[config.mk]
export PLATFORM = sky130hd
export DESIGN_NAME = tcr_time_capture
export DESIGN_NICKNAME = d
export VERILOG_FILES = /design/src/tcr_pkg.sv /design/src/tcr_capture_mem.sv /design/src/tcr_time_capture.sv
export SDC_FILE = /design/constraint.sdc
export NUM_CORES = 1
export LEC_CHECK = 0
export BUFFER_PORTS_ARGS = -buffer_cell sky130_fd_sc_hd__buf_4
export CORE_ASPECT_RATIO = 0.9
export CORE_MARGIN = 10
export CORE_UTILIZATION = 45
export DETAILED_ROUTE_END_ITERATION = 8
export SYNTH_ARGS = -nofsm -noshare
export SYNTH_HDL_FRONTEND = slang
export SYNTH_SLANG_ARGS = --single-unit
[constraint.sdc]
create_clock -name clk -period 6.8 [get_ports clk]
set_input_delay 0.68 -clock clk [delete_from_list [all_inputs] [get_ports clk]]
set_output_delay 0.68 -clock clk [all_outputs]
set_load 0.02 [all_outputs]
[src/tcr_pkg.sv]
// constants shared by the time capture and reference select block
// assumes one 250 MHz clock; host accesses arrive as single-cycle strobes
// Overview of operation
// - four capture sets, each two 32-bit words: major and minor time
// - any host access of the demand request register latches time into set 0
// - set 0 holds its value until the next demand request access
// - captured time is readable right after the request access, no waiting
// - any access of first request register latches time into set 1
// - set 1 can also latch on event input or periodic output edge
// - sets 2 and 3 latch only from their event inputs, never by access
// - event 2 shares level-shift code pin, event 3 shares external pps pin
// - mode codes: 0 code, 1 free run, 2 ext pps, 3 rtc, 6 satellite
// - outside free running and rtc, oscillator is steered to reference phase and frequency
// - once synchronized, time keeps counting in holdover when reference vanishes
// - code and satellite give major time; free run and ext pps need host load
// - ext pps tracked without time-of-day sync when pin 14 is not set as event 3; status valid only after earlier time-of-day sync
// - rtc mode takes major time from the rtc, no input reference
// - code mode accepts modulated or level-shift form of the time code
// - satellite gives major and minor; lock needs four, or one with position
// - edge-sense setting picks active edge of event 1 and periodic output
package tcr_pkg;
    localparam int CLK_PERIOD_NS = 4;
    localparam logic [31:0] NS_PER_SEC = 32'h3B9ACA00;
    localparam logic [31:0] HALF_SEC_NS = 32'h1DCD6500;
    localparam logic [31:0] MINOR_STEP = 32'(CLK_PERIOD_NS);
    // reference loss timeout, in ms, and the derived cycle count
    localparam int REF_TIMEOUT_MS = 1500;
    localparam int REF_TIMEOUT_CYC = REF_TIMEOUT_MS * (1000000 / CLK_PERIOD_NS);
    // lock window on phase error, in ns
    localparam int LOCK_WINDOW_NS = 100;
    localparam logic [31:0] LOCK_WINDOW = 32'(LOCK_WINDOW_NS);
    localparam int TUNE_SHIFT = 4;
    // mode codes
    localparam logic [2:0] MODE_TIMECODE = 3'h0;
    localparam logic [2:0] MODE_FREERUN = 3'h1;
    localparam logic [2:0] MODE_EXT_PPS = 3'h2;
    localparam logic [2:0] MODE_RTC = 3'h3;
    localparam logic [2:0] MODE_SATELLITE = 3'h6;
    // satellite lock needs
    localparam logic [3:0] SAT_NEED_BLIND = 4'h4;
    localparam logic [3:0] SAT_NEED_KNOWN = 4'h1;
    // host register indices
    localparam logic [3:0] ADDR_DEMAND_REQ = 4'h0;
    localparam logic [3:0] ADDR_FIRST_REQ = 4'h1;
    localparam logic [3:0] ADDR_WORD_BASE = 4'h2;
    localparam logic [3:0] ADDR_WORD_LAST = 4'h9;
    localparam logic [3:0] ADDR_STATUS = 4'hA;
    // status word bit positions
    localparam int ST_LOCKED = 0;
    localparam int ST_TRACKING = 1;
    localparam int ST_HOLDOVER = 2;
    localparam int ST_TOD_SYNCED = 3;
    localparam int ST_MODE_LSB = 4;
    localparam int NUM_SETS = 4;
    localparam logic [1:0] SET_DEMAND = 2'h0;
    localparam logic [1:0] SET_FIRST = 2'h1;
    localparam logic [1:0] SET_SECOND = 2'h2;
    localparam logic [1:0] SET_THIRD = 2'h3;
    typedef enum logic [1:0] {SYNC_FREE, SYNC_ACQUIRE, SYNC_TRACK, SYNC_HOLD} tcr_sync_e;
endpackage

[src/tcr_capture_mem.sv]
// capture store: four sets of two words, one write port per set
// assumes the caller presents both words of a set in the same cycle
`timescale 1ns/100ps
module tcr_capture_mem import tcr_pkg::*; (
    // clock and reset
    input wire logic clk,
    input wire logic rst_n,
    // per-set capture strobes and the shared time count
    input wire logic [NUM_SETS-1:0] wr_en,
    input wire logic [31:0] wr_major,
    input wire logic [31:0] wr_minor,
    // registered read port
    input wire logic [2:0] rd_word,
    output logic [31:0] rd_data
);
    logic [31:0] major_q [NUM_SETS];
    logic [31:0] minor_q [NUM_SETS];
    logic [31:0] rd_data_q;
    logic [31:0] rd_data_d;

    // one writer per set so coincident events in different sets never collide
    for (genvar s = 0; s < NUM_SETS; s++) begin : g_set
        always_ff @(posedge clk or negedge rst_n) begin
            if (!rst_n) begin
                major_q[s] <= 32'h00000000;
                minor_q[s] <= 32'h00000000;
            end else if (wr_en[s]) begin
                major_q[s] <= wr_major;
                minor_q[s] <= wr_minor;
            end
        end
    end

    // word a is major, word b is minor
    always_comb begin
        rd_data_d = rd_word[0] ? minor_q[rd_word[2:1]] : major_q[rd_word[2:1]];
    end

    always_ff @(posedge clk or negedge rst_n) begin
        if (!rst_n) begin
            rd_data_q <= 32'h00000000;
        end else begin
            rd_data_q <= rd_data_d;
        end
    end

    assign rd_data = rd_data_q;
endmodule

[src/tcr_time_capture.sv]
// time keeping, reference discipline and four time capture sets
// assumes all inputs synchronous to clk; mode and major load come from the mailbox
`timescale 1ns/100ps
module tcr_time_capture import tcr_pkg::*; #(
    parameter int REF_TIMEOUT = REF_TIMEOUT_CYC
) (
    // clock and reset
    input wire logic clk,
    input wire logic rst_n,
    // host register access
    input wire logic host_access,
    input wire logic host_write,
    input wire logic [3:0] host_addr,
    output logic [31:0] host_rdata,
    output logic host_rvalid,
    // mailbox results
    input wire logic [2:0] timing_mode,
    input wire logic major_load,
    input wire logic [31:0] major_load_value,
    // capture configuration
    input wire logic capture_edge_sense,
    input wire logic first_capture_periodic,
    input wire logic pin10_event_sel,
    input wire logic pin14_event_sel,
    // event and shared pins
    input wire logic first_event_time_word_b_in,
    input wire logic programmable_periodic_output,
    input wire logic pin10_in,
    input wire logic pin14_in,
    // time code decoders
    input wire logic tcode_form_am,
    input wire logic tcode_am_mark,
    input wire logic [31:0] tcode_am_major,
    input wire logic [31:0] tcode_ls_major,
    // satellite receiver and rtc
    input wire logic sat_pps,
    input wire logic [31:0] sat_major,
    input wire logic [3:0] sat_count,
    input wire logic sat_position_known,
    input wire logic [31:0] rtc_major,
    // oscillator steering and status
    output logic [31:0] osc_tune,
    output logic local_pps,
    output logic ref_locked,
    output logic ref_tracking,
    output logic holdover
);
    // input history for edge detection
    logic ev1_q, ppo_q, p10_q, p14_q;
    logic ev1_d, ppo_d, p10_d, p14_d;
    // time count
    logic [31:0] major_q, major_d, minor_q, minor_d;
    // discipline state
    tcr_sync_e sync_q, sync_d;
    logic [31:0] phase_q, phase_d, tune_q, tune_d;
    logic [31:0] ref_timer_q, ref_timer_d;
    logic tod_synced_q, tod_synced_d;
    logic locked_q, locked_d, pps_q, pps_d, hold_q, track_q;
    // host read path
    logic [31:0] rdata_q, rdata_d;
    logic rd_stage_q, rd_stage_d, rvalid_q, rvalid_d;
    logic status_sel_q, status_sel_d;
    logic word_sel_q, word_sel_d;
    // combinational helpers
    logic [NUM_SETS-1:0] cap_en;
    logic [2:0] mem_word;
    logic [31:0] mem_rdata;
    logic ev1_edge, ppo_edge, ev2_edge, ev3_edge;
    logic ref_edge, ref_gives_major, lock_allowed;
    logic [31:0] ref_major, minor_next, phase_now, freq_err, phase_abs, status_word;

    // edge detect following the edge-sense setting
    function automatic logic sel_edge(input logic now, input logic last, input logic rise);
        sel_edge = rise ? (now && !last) : (!now && last);
    endfunction

    always_comb begin
        ev1_d = first_event_time_word_b_in;
        ppo_d = programmable_periodic_output;
        p10_d = pin10_in;
        p14_d = pin14_in;
        ev1_edge = sel_edge(first_event_time_word_b_in, ev1_q, capture_edge_sense);
        ppo_edge = sel_edge(programmable_periodic_output, ppo_q, capture_edge_sense);
        // shared pins feed the event only when their event function is chosen
        ev2_edge = pin10_event_sel && sel_edge(pin10_in, p10_q, capture_edge_sense);
        ev3_edge = pin14_event_sel && sel_edge(pin14_in, p14_q, capture_edge_sense);
    end

    always_ff @(posedge clk or negedge rst_n) begin
        if (!rst_n) begin
            ev1_q <= 1'b0;
            ppo_q <= 1'b0;
            p10_q <= 1'b0;
            p14_q <= 1'b0;
        end else begin
            ev1_q <= ev1_d;
            ppo_q <= ppo_d;
            p10_q <= p10_d;
            p14_q <= p14_d;
        end
    end

    // capture strobes: access of a request register, or an event edge
    always_comb begin
        cap_en[SET_DEMAND] = host_access && host_addr == ADDR_DEMAND_REQ;
        cap_en[SET_FIRST] = (host_access && host_addr == ADDR_FIRST_REQ)
            || (first_capture_periodic ? ppo_edge : ev1_edge);
        cap_en[SET_SECOND] = ev2_edge;
        cap_en[SET_THIRD] = ev3_edge;
    end

    // reference selection per mode
    always_comb begin
        ref_edge = 1'b0;
        ref_major = major_q;
        ref_gives_major = 1'b0;
        lock_allowed = 1'b1;
        case (timing_mode)
            MODE_TIMECODE: begin
                // level-shift mark is the pin 10 rising edge when the pin carries code
                if (tcode_form_am) begin
                    ref_edge = tcode_am_mark;
                    ref_major = tcode_am_major;
                end else begin
                    ref_edge = !pin10_event_sel && pin10_in && !p10_q;
                    ref_major = tcode_ls_major;
                end
                ref_gives_major = 1'b1;
            end
            MODE_EXT_PPS: begin
                ref_edge = !pin14_event_sel && pin14_in && !p14_q;
                lock_allowed = tod_synced_q;
            end
            MODE_SATELLITE: begin
                // pps only counts once enough satellites are seen
                ref_edge = sat_pps && (sat_count >= SAT_NEED_BLIND
                    || (sat_position_known && sat_count >= SAT_NEED_KNOWN));
                ref_major = sat_major;
                ref_gives_major = 1'b1;
            end
            default: begin
                ref_edge = 1'b0; // free run and rtc have no input reference
            end
        endcase
    end

    // phase error: minor time at reference edge, folded to a signed half second
    always_comb begin
        phase_now = (minor_q >= HALF_SEC_NS) ? minor_q - NS_PER_SEC : minor_q;
        freq_err = phase_now - phase_q;
        phase_abs = phase_now[31] ? 32'h00000000 - phase_now : phase_now;
        minor_next = minor_q + MINOR_STEP;
    end

    // time count, discipline and holdover
    always_comb begin
        major_d = major_q;
        minor_d = minor_next;
        pps_d = 1'b0;
        sync_d = sync_q;
        phase_d = phase_q;
        tune_d = tune_q;
        tod_synced_d = tod_synced_q;
        locked_d = locked_q;
        ref_timer_d = ref_timer_q;
        // the count runs in every state, which is what keeps holdover time
        if (minor_next >= NS_PER_SEC) begin
            minor_d = 32'h00000000;
            major_d = (timing_mode == MODE_RTC) ? rtc_major : major_q + 32'h00000001;
            pps_d = 1'b1;
        end
        if (major_load && (timing_mode == MODE_FREERUN || timing_mode == MODE_EXT_PPS)) begin
            major_d = major_load_value;
        end
        if (ref_edge || ref_timer_q >= 32'(REF_TIMEOUT)) begin
            ref_timer_d = 32'h00000000;
        end else begin
            ref_timer_d = ref_timer_q + 32'h00000001;
        end
        case (sync_q)
            SYNC_FREE: begin
                if (timing_mode != MODE_FREERUN && timing_mode != MODE_RTC) begin
                    sync_d = SYNC_ACQUIRE;
                end
            end
            SYNC_ACQUIRE: begin
                // first edge jams the second boundary onto the reference
                if (ref_edge) begin
                    minor_d = 32'h00000000;
                    pps_d = 1'b1;
                    if (ref_gives_major) begin
                        major_d = ref_major;
                        tod_synced_d = 1'b1;
                    end
                    phase_d = 32'h00000000;
                    sync_d = SYNC_TRACK;
                end
            end
            SYNC_TRACK: begin
                if (ref_edge) begin
                    // proportional on phase plus frequency from phase change
                    phase_d = phase_now;
                    tune_d = tune_q - (32'($signed(phase_now) >>> TUNE_SHIFT) + freq_err);
                    locked_d = lock_allowed && phase_abs <= LOCK_WINDOW;
                    if (ref_gives_major) begin
                        tod_synced_d = 1'b1;
                    end
                end else if (ref_timer_q >= 32'(REF_TIMEOUT)) begin
                    sync_d = SYNC_HOLD;
                    locked_d = 1'b0;
                end
            end
            SYNC_HOLD: begin
                // tune word is kept so the oscillator coasts at its last setting
                if (ref_edge) begin
                    sync_d = SYNC_TRACK;
                    phase_d = phase_now;
                end
            end
            default: begin
                sync_d = SYNC_FREE;
            end
        endcase
        // a mode change to a generator drops any discipline
        if (timing_mode == MODE_FREERUN || timing_mode == MODE_RTC) begin
            sync_d = SYNC_FREE;
            locked_d = 1'b0;
        end
    end

    always_ff @(posedge clk or negedge rst_n) begin
        if (!rst_n) begin
            major_q <= 32'h00000000;
            minor_q <= 32'h00000000;
            pps_q <= 1'b0;
            sync_q <= SYNC_FREE;
            phase_q <= 32'h00000000;
            tune_q <= 32'h00000000;
            tod_synced_q <= 1'b0;
            locked_q <= 1'b0;
            hold_q <= 1'b0;
            track_q <= 1'b0;
            ref_timer_q <= 32'h00000000;
        end else begin
            major_q <= major_d;
            minor_q <= minor_d;
            pps_q <= pps_d;
            sync_q <= sync_d;
            phase_q <= phase_d;
            tune_q <= tune_d;
            tod_synced_q <= tod_synced_d;
            locked_q <= locked_d;
            hold_q <= sync_d == SYNC_HOLD;
            track_q <= sync_d == SYNC_TRACK && lock_allowed;
            ref_timer_q <= ref_timer_d;
        end
    end

    // all four sets take the same count in the same cycle
    tcr_capture_mem u_mem (
        .clk(clk),
        .rst_n(rst_n),
        .wr_en(cap_en),
        .wr_major(major_q),
        .wr_minor(minor_q),
        .rd_word(mem_word),
        .rd_data(mem_rdata)
    );

    always_comb begin
        status_word = 32'h00000000;
        status_word[ST_LOCKED] = locked_q;
        status_word[ST_TRACKING] = sync_q == SYNC_TRACK && lock_allowed;
        status_word[ST_HOLDOVER] = sync_q == SYNC_HOLD;
        status_word[ST_TOD_SYNCED] = tod_synced_q;
        status_word[ST_MODE_LSB +: 3] = timing_mode;
    end

    // host reads: memory stage then output stage, fixed two-cycle latency
    always_comb begin
        mem_word = 3'(host_addr - ADDR_WORD_BASE);
        rd_stage_d = host_access && !host_write;
        status_sel_d = host_addr == ADDR_STATUS;
        rdata_d = rdata_q;
        rvalid_d = rd_stage_q;
        if (rd_stage_q) begin
            // a request access in the same cycle is seen by a read one cycle later
            rdata_d = status_sel_q ? status_word : 32'h00000000;
        end
        if (rd_stage_q && word_sel_q) begin
            rdata_d = mem_rdata;
        end
    end

    // index decode for the word read stage
    always_comb begin
        word_sel_d = host_addr >= ADDR_WORD_BASE && host_addr <= ADDR_WORD_LAST;
    end

    always_ff @(posedge clk or negedge rst_n) begin
        if (!rst_n) begin
            rdata_q <= 32'h00000000;
            rd_stage_q <= 1'b0;
            rvalid_q <= 1'b0;
            status_sel_q <= 1'b0;
            word_sel_q <= 1'b0;
        end else begin
            rdata_q <= rdata_d;
            rd_stage_q <= rd_stage_d;
            rvalid_q <= rvalid_d;
            status_sel_q <= status_sel_d;
            word_sel_q <= word_sel_d;
        end
    end

    // outputs straight from flops
    assign host_rdata = rdata_q;
    assign host_rvalid = rvalid_q;
    assign osc_tune = tune_q;
    assign local_pps = pps_q;
    assign ref_locked = locked_q;
    assign ref_tracking = track_q; // registered so the pin never glitches on decode
    assign holdover = hold_q;
endmodule

## After elaboration in Yosys (flattened, before gate mapping)

Cells that the tools add are included.

- Bits of input ports: 188
- Register bits after elaboration: 495
- Output and inout bits: 69
- Logic and storage cells: 170

- Equality and inequality tests: 16
- Reduce and logical (&&, ||, !) cells: 57
- Add/sub/neg operators: 9
- Mux-type cells: 49
- Bitwise logic cells: 1
- Order comparisons: 9

Operators by type and width:

| cell | count |
|---|---|
| two-way mux 32 bit | 22 |
| binary-select mux 32 bit (select 2 bit) | 2 |
| case mux 32 bit (2 select lines) | 2 |
| adder 32 x 1 -> 32 bit (second input constant) | 2 |
| >= comparator 32 x 29 -> 1 bit (second input constant) | 2 |
| subtractor 32 bit | 2 |
| adder 32 x 3 -> 32 bit (second input constant) | 1 |
| adder 32 bit | 1 |
| >= comparator 32 x 30 -> 1 bit (second input constant) | 1 |
| less-or-equal comparator 32 x 7 -> 1 bit (second input constant) | 1 |
| subtractor 1 x 32 -> 32 bit (first input constant) | 1 |
| subtractor 32 x 30 -> 32 bit (second input constant) | 1 |
| logical AND 1 bit | 26 |
| two-way mux 1 bit | 15 |
| logical NOT 1 bit | 11 |
| two-way mux 2 bit | 5 |
| == test 2 bit (second input constant) | 4 |
| OR reduction 2 bit | 4 |
| two-way mux 7 bit | 1 |
| == test 3 x 2 -> 1 bit (second input constant) | 2 |
| case mux 2 bit (3 select lines) | 1 |
| AND reduction 3 bit | 2 |
| nonzero test 2 bit | 3 |
| logical OR 1 bit | 5 |
| other kinds (23) | 24 |

## Depth between registers and ports, before layout

Gate-level depths: netlist of run 1.

- Depth after elaboration: 10
- Mapped depth: 24

## By module

Synthesis of run 1 repeated with hierarchy kept, for this count alone.

- Cell total of the unflattened synthesis: 2609
- Area total of the unflattened synthesis: 28308.4 µm²

By module, submodules not included:

| module | times used | cells an instance | area each (µm²) |
|---|---|---|---|
| tcr_time_capture | 1 | 1923 | 16004.1 |
| tcr_capture_mem | 1 | 686 | 12304.3 |

## Worst setup path after synthesis of run 1

Ideal clock, no wire load.

- Path kind: flip-flop to flip-flop
- From: reg minor_q[9]
- To: reg tune_q[28], in the netlist osc_tune[28]
- Cell stages (with the launch flop): 23
- Buffers on the path: 1
- Setup time: 133 ps
- Arrival time: 5370 ps
- Required time: 6667 ps
- Setup slack: 1297 ps
- Cells stage by stage: dfrtp_1 -> clkbuf_1 -> inv_1 -> ha_1 -> nor2b_1 -> o211ai_1 -> a21oi_1 -> nor2_1 -> xnor2_1 -> fa_1 -> fa_1 -> inv_1 -> ha_1 -> a21o_1 -> a21o_1 -> a21oi_1 -> o21ai_0 -> a41oi_1 -> a2111oi_0 -> or3_1 -> a31oi_1 -> xor2_1 -> o21ai_0

- Longest elaborated chain between the ends: 5
- Elaborated cells on any way between the ends: 6
- Those cells by class: add/sub (4); order compare (1); mux (1)

RTL lines:

| what | line | RTL |
|---|---|---|
| start: declaration | tcr_time_capture.sv:52 | `logic [31:0] major_q, major_d, minor_q, minor_d;` |
| start signal: assignment | tcr_time_capture.sv:246 | `minor_q <= minor_d;` |
| subtractor 32 x 30 -> 32 bit or >= comparator 32 x 29 -> 1 bit (tied branches) | tcr_time_capture.sv:149 | `phase_now = (minor_q >= HALF_SEC_NS) ? minor_q - NS_PER_SEC : minor_q;` |
| two-way mux 32 bit * | tcr_time_capture.sv:149 |  |
| subtractor 32 bit | tcr_time_capture.sv:150 | `freq_err = phase_now - phase_q;` |
| adder 32 bit * | tcr_time_capture.sv:203 | `tune_d = tune_q - (32'($signed(phase_now) >>> TUNE_SHIFT) + freq_err);` |
| subtractor 32 bit * | tcr_time_capture.sv:203 |  |
| end signal: assignment | tcr_time_capture.sv:250 | `tune_q <= tune_d;` |
| end: declaration | tcr_time_capture.sv:55 | `logic [31:0] phase_q, phase_d, tune_q, tune_d;` |

Every way passes the cells marked *; elsewhere a longest branch is shown, timed or not.
A chain may end at the register's enable or synchronous reset.

## Worst setup path after layout of run 1

- From: reg minor_q[30]
- To: reg tune_q[31], in the netlist osc_tune[31]

The elaborated chain is that of the path after synthesis.

==> results of run 1 <==
-- sequential cells by signal, indices dropped and copies added, names as in the netlist, 2 cells and up --
register,cells
u_mem.major_q,128
u_mem.minor_q,128
host_rdata,32
major_q,32
minor_q,32
osc_tune,32
phase_q,32
ref_timer_q,32
u_mem.rd_data,32
sync_q,2
-- worst min path at each step --
stage,startpoint,endpoint,slack [ns],cells past startpoint
after floorplan,rst_n,ev1_q,0.38,0
after global placement,u_mem.rd_data[30],host_rdata[30],0.43,2
after detailed placement,u_mem.rd_data[30],host_rdata[30],0.44,2
after CTS,rst_n,osc_tune[17],0.08,1
after global routing,rst_n,osc_tune[17],0.1,1
final,rst_n,osc_tune[17],0.04,1
-- cells by family (layout without fill, tap and decap cells) --
group	after synthesis	count (layout)
and+or+nand+nor	654	654
AOI/OAI and AO/OA	558	558
DFF	495	495
muxes	360	360
buffers and inverters	349	580
xor gates and xnor gates	111	111
adders and majority gates	105	105
other	1	5
-- cells in the final DEF (no fill, tap or decap), types with 8 or more instances in the layout --
cell type	netlist	layout
and2_1	12	12
nor2_1	183	182
clkbuf_8	0	9
o31ai_1	13	13
nand2_1	233	231
o211ai_1	20	20
a22oi_1	24	24
xor2_1	52	51
o221ai_1	22	22
mux2_2	259	259
a22o_1	11	10
and4_1	10	10
buf_4	1	307
a31oi_1	18	18
clkbuf_16	0	52
nand2b_1	17	17
or2_2	8	8
nand3_1	43	42
and3_1	29	28
a211oi_1	15	14
o21ai_0	198	197
clkinv_2	0	12
mux4_2	64	64
dfrtp_1	495	494
clkbuf_1	131	11
a41oi_1	12	12
inv_1	171	171
nor2b_1	10	10
o221a_2	9	9
nor4_1	16	16
mux2i_1	37	37
fa_1	62	62
a21o_1	21	21
nor3_1	36	36
ha_1	43	43
o21a_1	8	8
a21oi_1	116	116
xnor2_1	59	59
nand4_1	20	20
-- area by class of cell --
class,instances,area [um^2],share of cell area [%]
repair buffers,311,2380,7.336
clock buffers,72,1466,4.520
clock inverters,24,312.8,0.9642
multi-input cells,1793,14250,43.93
flip-flops and latches,495,12390,38.19
inverters,173,649.4,2.002
well taps,792,991.0,3.055
-- report_power, final --
| group | internal, mW | switching [mW] |
|---|---|---|
| clock | 1.74 | 1.24 |
| combinational | 1.62 | 1.78 |
| sequential | 3.60 | 0.546 |
-- worst max-delay path, cell delays in order, from the launching register on --
cell,delay [ns]
dfrtp_1,0.49
nor3_1,0.61
o21a_4,0.35
a21oi_1,0.11
xnor2_1,0.53
inv_1,0.34
fa_1,0.55
fa_1,0.51
inv_1,0.04
ha_1,0.35
o21ai_0,0.24
o21ai_0,0.21
a311oi_1,0.34
o21ai_0,0.24
a311oi_1,0.40
nor2_1,0.15
a311oi_1,0.35
xnor2_1,0.16
nor2_1,0.06
xor2_1,0.17
-- layer usage --
layer	wire length (um)	part of all wire, %
met1	37010	45
met4	1408	1.7
met2	38350	47
met5	0	0
met3	4641	5.7
-- timing repair --
action,4_1_cts,5_1_grt
gates resized for setup,0,4
hold buffers,0,0
setup endpoints to repair,0,4
hold endpoints to repair,0,0
-- metrics by stage --
| step | util, % | hold slack [ns] | instances | setup WS (ns) | instance area (um^2) |
|---|---|---|---|---|---|
| detailed placement | 49.97 | 0.4362 | 3564 | 0.3905 | 30650 |
| global route | 52.89 | 0.09853 | 3660 | 0.009964 | 32440 |
| CTS | 52.87 | 0.07669 | 3660 | 0.3541 | 32430 |
| finish | 52.89 | 0.03839 | 3660 | 0.4503 | 32440 |
| global placement | 49.97 | 0.4348 | 3564 | 0.5304 | 30650 |
| floorplan | - | 0.3844 | 2637 | 1.297 | 27930 |
==> flow_metrics.py, run 1 <==
metrics = {
    "outcome": {
        "status": "completed",
    },
    "clock_tree": {
        "cts_root_buf": "clkbuf_16",
        "clk_pin_slew_ns": 0.06,
        "clk_latency_ns": 0.61,
        "cts.sinks": 495,
        "htree_levels": 2,
        "cts_buffer_depth": 3,
        "post_cts_buffers": 0,
        "cts_buffers": 52,
        "cts_tree": "yes",
    },
    "floorplanning": {
        "ios": 257,
        "die_h_um": 256.3,
        "die_area_mm2": 0.07241,
        "rows": 86,
        "core_area_mm2": 0.06133,
        "initial_core_util_pct": 45.51,
        "die_w_um": 282.5,
    },
    "critical_path": {
        "worst-path-max-fanout": 13,
        "endpoint": "osc_tune[31]",
        "critical_path_required_ns": 7.29,
        "r2r-start": "minor_q[30]",
        "r2r-end": "osc_tune[31]",
        "r2r_slack_ns": 0.45,
        "critPathCaptureType": "flop",
        "cp.arrival_ns": 6.84,
        "startpoint_type": "flop",
        "reg2reg_depth": 19,
        "crit_start": "minor_q[30]",
        "path_class": "reg2reg",
    },
    "logic_synthesis": {
        "yosysSeqAreaShare_pct": 44.38,
        "async_flop_share_pct": 100.0,
        "synth_top_family_by_area": "multiplexers",
        "synth.distinct_cells": 87,
        "ys_ff_latch": 495,
        "netlist_top_cells_area": "dfrtp_1, mux2_2, mux4_2",
        "synthCells": 2633,
        "ys.flop_type": "dfrtp_1",
        "synth-simple-area-share_pct": 11.09,
        "ys_warn_count": 0,
        "yosysTopAreaCellShare_pct": 44.38,
        "synth_xor_area_share_pct": 3.483,
        "synth_compound_area_share_pct": 12.88,
        "yosys.cell_count.top_type": "dfrtp_1",
        "syn-cell-area_mm2": 0.02791,
        "yosys-mux-area-fraction_pct": 16.94,
        "synth.avg_cell_area_um2": 10.60,
        "synth_edf_count": 0,
        "synth-adder-area-share_pct": 6.374,
        "synth_top_area_cell": "dfrtp_1",
        "synthTopCellsByCount": "dfrtp_1, mux2_2, nand2_1",
    },
    "layout": {
        "nFillCells": 5448,
        "layout.nets": 3119,
        "drive_above_1_share_pct": 26.81,
        "area_delta_synth_final_pct": 16.22,
        "antenna_cells": 0,
    },
    "sta": {
        "setup_tns_ns": 0,
        "fin_crit_sh_pct": 93.38,
        "finalHoldViolCount": 0,
        "timing.slew.headroom_pct": 12.68,
        "skew_ns": 0.01350,
        "tightest_slew_ns": 1.293,
        "rsz0062_at_grt": "no",
        "max_freq_mhz": 157.5,
        "finalSetupViolCount": 0,
        "fin_crit_ns": 6.350,
        "drv_slew": 0,
    },
    "global_route": {
        "first_global_vias": 21410,
        "grt_max_degree": 175,
        "gr-usage-all-layers_pct": 22.16,
        "use_met1_pct": 31.52,
        "overflow": 0,
        "antenna_found_initial": 2,
        "busiest_layer": "met2",
        "grt_pass1_wl_mm": 127.1,
        "grt_use_met3_pct": 3.941,
        "grtUsageMet2_pct": 34.86,
    },
    "routing": {
        "viasPerCell": 5.746,
        "wirelength_mm": 81.41,
        "antenna_left": 0,
        "wire_per_inst_um": 22.24,
        "drt_drc_violations_left": 0,
        "vias": 21030,
        "first_iter_violations": 1568,
        "drt-pass1-iter-count": 5,
    },
    "power": {
        "finalPower_mw": 10.53,
        "peakVddDrop_uv": 224.8,
        "powerDensity_mw_per_mm2": 324.5,
        "leakagePower_nw": 14.60,
    },
    "job": {
        "cap_violations": 0,
    },
    "place": {
        "place_congestion": 0.9131,
        "dp_hpwl_mm": 58.75,
        "portBuffers": 256,
    },
    "hold_path": {
        "hold_class": "in2async",
    },
}
Note: power is estimated with default switching activity, not from simulation.
==> run 2, diff against run 1 <==
CELL_PAD_IN_SITES_DETAIL_PLACEMENT = 0   (was default)
CELL_PAD_IN_SITES_GLOBAL_PLACEMENT = 1   (was default)
PLACE_DENSITY_LB_ADDON = 0.1   (was default)
SLEW_MARGIN = 20   (was default)
==> flow_metrics.py, run 2 (same netlist as run 1, synthesis figures left out) <==
metrics = {
    "outcome": {
        "status": "completed",
    },
    "critical_path": {
        "cp.arrival_ns": 6.87,
        "critical_path_required_ns": 7.28,
        "path_class": "reg2reg",
        "critPathCaptureType": "flop",
        "worst-path-max-fanout": 13,
        "startpoint_type": "flop",
    },
    "sta": {
        "timing.slew.headroom_pct": 32.10,
        "max_freq_mhz": 156.5,
        "fin_crit_sh_pct": 93.96,
        "tightest_slew_ns": 1.016,
        "finalHoldViolCount": 0,
        "fin_crit_ns": 6.389,
        "setup_tns_ns": 0,
        "skew_ns": 0.01735,
        "hold_slack_ns": 0.04541,
        "rsz0062_at_grt": "no",
        "drv_slew": 0,
        "finalSetupViolCount": 0,
    },
    "routing": {
        "wire_per_inst_um": 21.45,
        "first_iter_violations": 1447,
        "wirelength_mm": 78.51,
        "drt-pass1-iter-count": 5,
        "viasPerCell": 5.751,
        "vias": 21060,
        "antenna_left": 0,
        "drt_drc_violations_left": 0,
    },
    "power": {
        "peakVddDrop_uv": 208.6,
        "finalPower_mw": 10.54,
        "powerDensity_mw_per_mm2": 324.0,
        "leakagePower_nw": 14.62,
    },
    "place": {
        "place_congestion": 0.8506,
        "placed_area_mm2": 0.03063,
        "portBuffers": 256,
        "dp_hpwl_mm": 56.22,
    },
    "layout": {
        "final_common_cell": "dfrtp_1",
        "reg_top3": "u_mem.major_q (128), u_mem.minor_q (128)",
        "drive_above_1_share_pct": 26.92,
        "final_cell_mix": "dfrtp_1, buf_4, mux2_2",
        "area_delta_synth_final_pct": 16.54,
        "final_cell_area_mm2": 0.03253,
        "layout.nets": 3118,
    },
    "job": {
        "cap_violations": 0,
    },
    "floorplanning": {
        "rows": 86,
        "die_h_um": 256.3,
        "core_area_mm2": 0.06133,
        "die_w_um": 282.5,
        "initial_core_util_pct": 45.51,
        "die_area_mm2": 0.07241,
        "ios": 257,
    },
    "clock_tree": {
        "cts_buffer_depth": 3,
        "cts_hold_buffers": 0,
        "htree_levels": 2,
        "cts_tree": "yes",
        "clk_latency_ns": 0.62,
        "post_cts_buffers": 0,
        "cts_root_buf": "clkbuf_16",
        "cts_buffers": 53,
        "cts.sinks": 495,
        "clk_pin_slew_ns": 0.06,
        "postCtsResizedCells": 0,
    },
    "global_route": {
        "gr-usage-all-layers_pct": 21.43,
        "grt_pass1_wl_mm": 124.2,
        "first_global_vias": 21430,
        "antenna_found_initial": 0,
        "overflow": 0,
        "grt_max_degree": 154,
    },
    "hold_path": {
        "hold_class": "in2async",
    },
}
run 2: path summary, 6_finish.rpt:
kind,cells after the start,from,endpoint,slack (ns)
max in group asynchronous,2,rst_n,major_q[12],5.47
min in group clk,1,programmable_periodic_output,ppo_q,0.19
max,22,minor_q[25],osc_tune[31],0.41
min reg2reg,2,u_mem.rd_data[27],host_rdata[27],0.45
max reg2reg,22,minor_q[25],osc_tune[31],0.41
min,1,rst_n,ref_timer_q[12],0.05
run 2: layer usage:
| metal | vias up | track usage, % | share of wire [%] |
|---|---|---|---|
| met5 | - | 0 | 0 |
| met4 | 0 | 5.007 | 2.0 |
| met3 | 91 | 3.550 | 5.0 |
| met2 | 481 | 33.42 | 47 |
| met1 | 10770 | 30.77 | 46 |
| li1 | 9716 | - | - |
run 2: final cells by class:
| cell class | instances | area, um^2 |
|---|---|---|
| Timing Repair Buffer | 309 | 2352 |
| Clock buffer | 72 | 1498 |
| Antenna cell | 1 | 2.502 |
| Inverter | 173 | 649.4 |
| Multi-Input combinational cell | 1793 | 14270 |
| Clock inverter | 26 | 380.4 |
| Sequential cell | 495 | 12390 |
| Tap cell | 792 | 991.0 |
| Fill cell | 5412 | 28800 |
run 2: stage by stage:
step / utilization, % / std cells / worst slack (ns)
6_report: 53.04 / 3661 / 0.4108
5_1_grt: 53.03 / 3660 / 0.02249
4_1_cts: 53.00 / 3660 / 0.4099
3_5_place_dp: 49.94 / 3562 / 0.4888
3_3_place_gp: 49.93 / 3562 / 0.5316
2_1_floorplan: - / 2637 / 1.297
run 2: worst max-delay path, stage by stage (launching register included):
cell	delay, ns
dfrtp_1	0.55
nand2b_1	0.23
or4_4	0.45
o21ai_4	0.27
buf_4	0.25
o21ai_0	0.14
xor2_1	0.20
inv_1	0.16
fa_1	0.48
fa_1	0.52
inv_1	0.04
ha_1	0.36
a21o_1	0.18
a211oi_1	0.33
o21ai_0	0.19
a311oi_1	0.28
o21ai_0	0.27
a311oi_1	0.42
nor2_1	0.16
a311oi_1	0.34
xnor2_1	0.16
nor2_1	0.06
xor2_1	0.18
run 2: power by group:
group	switching [mW]	internal, mW
registers	0.512	3.60
clock network	1.26	1.82
logic	1.74	1.60
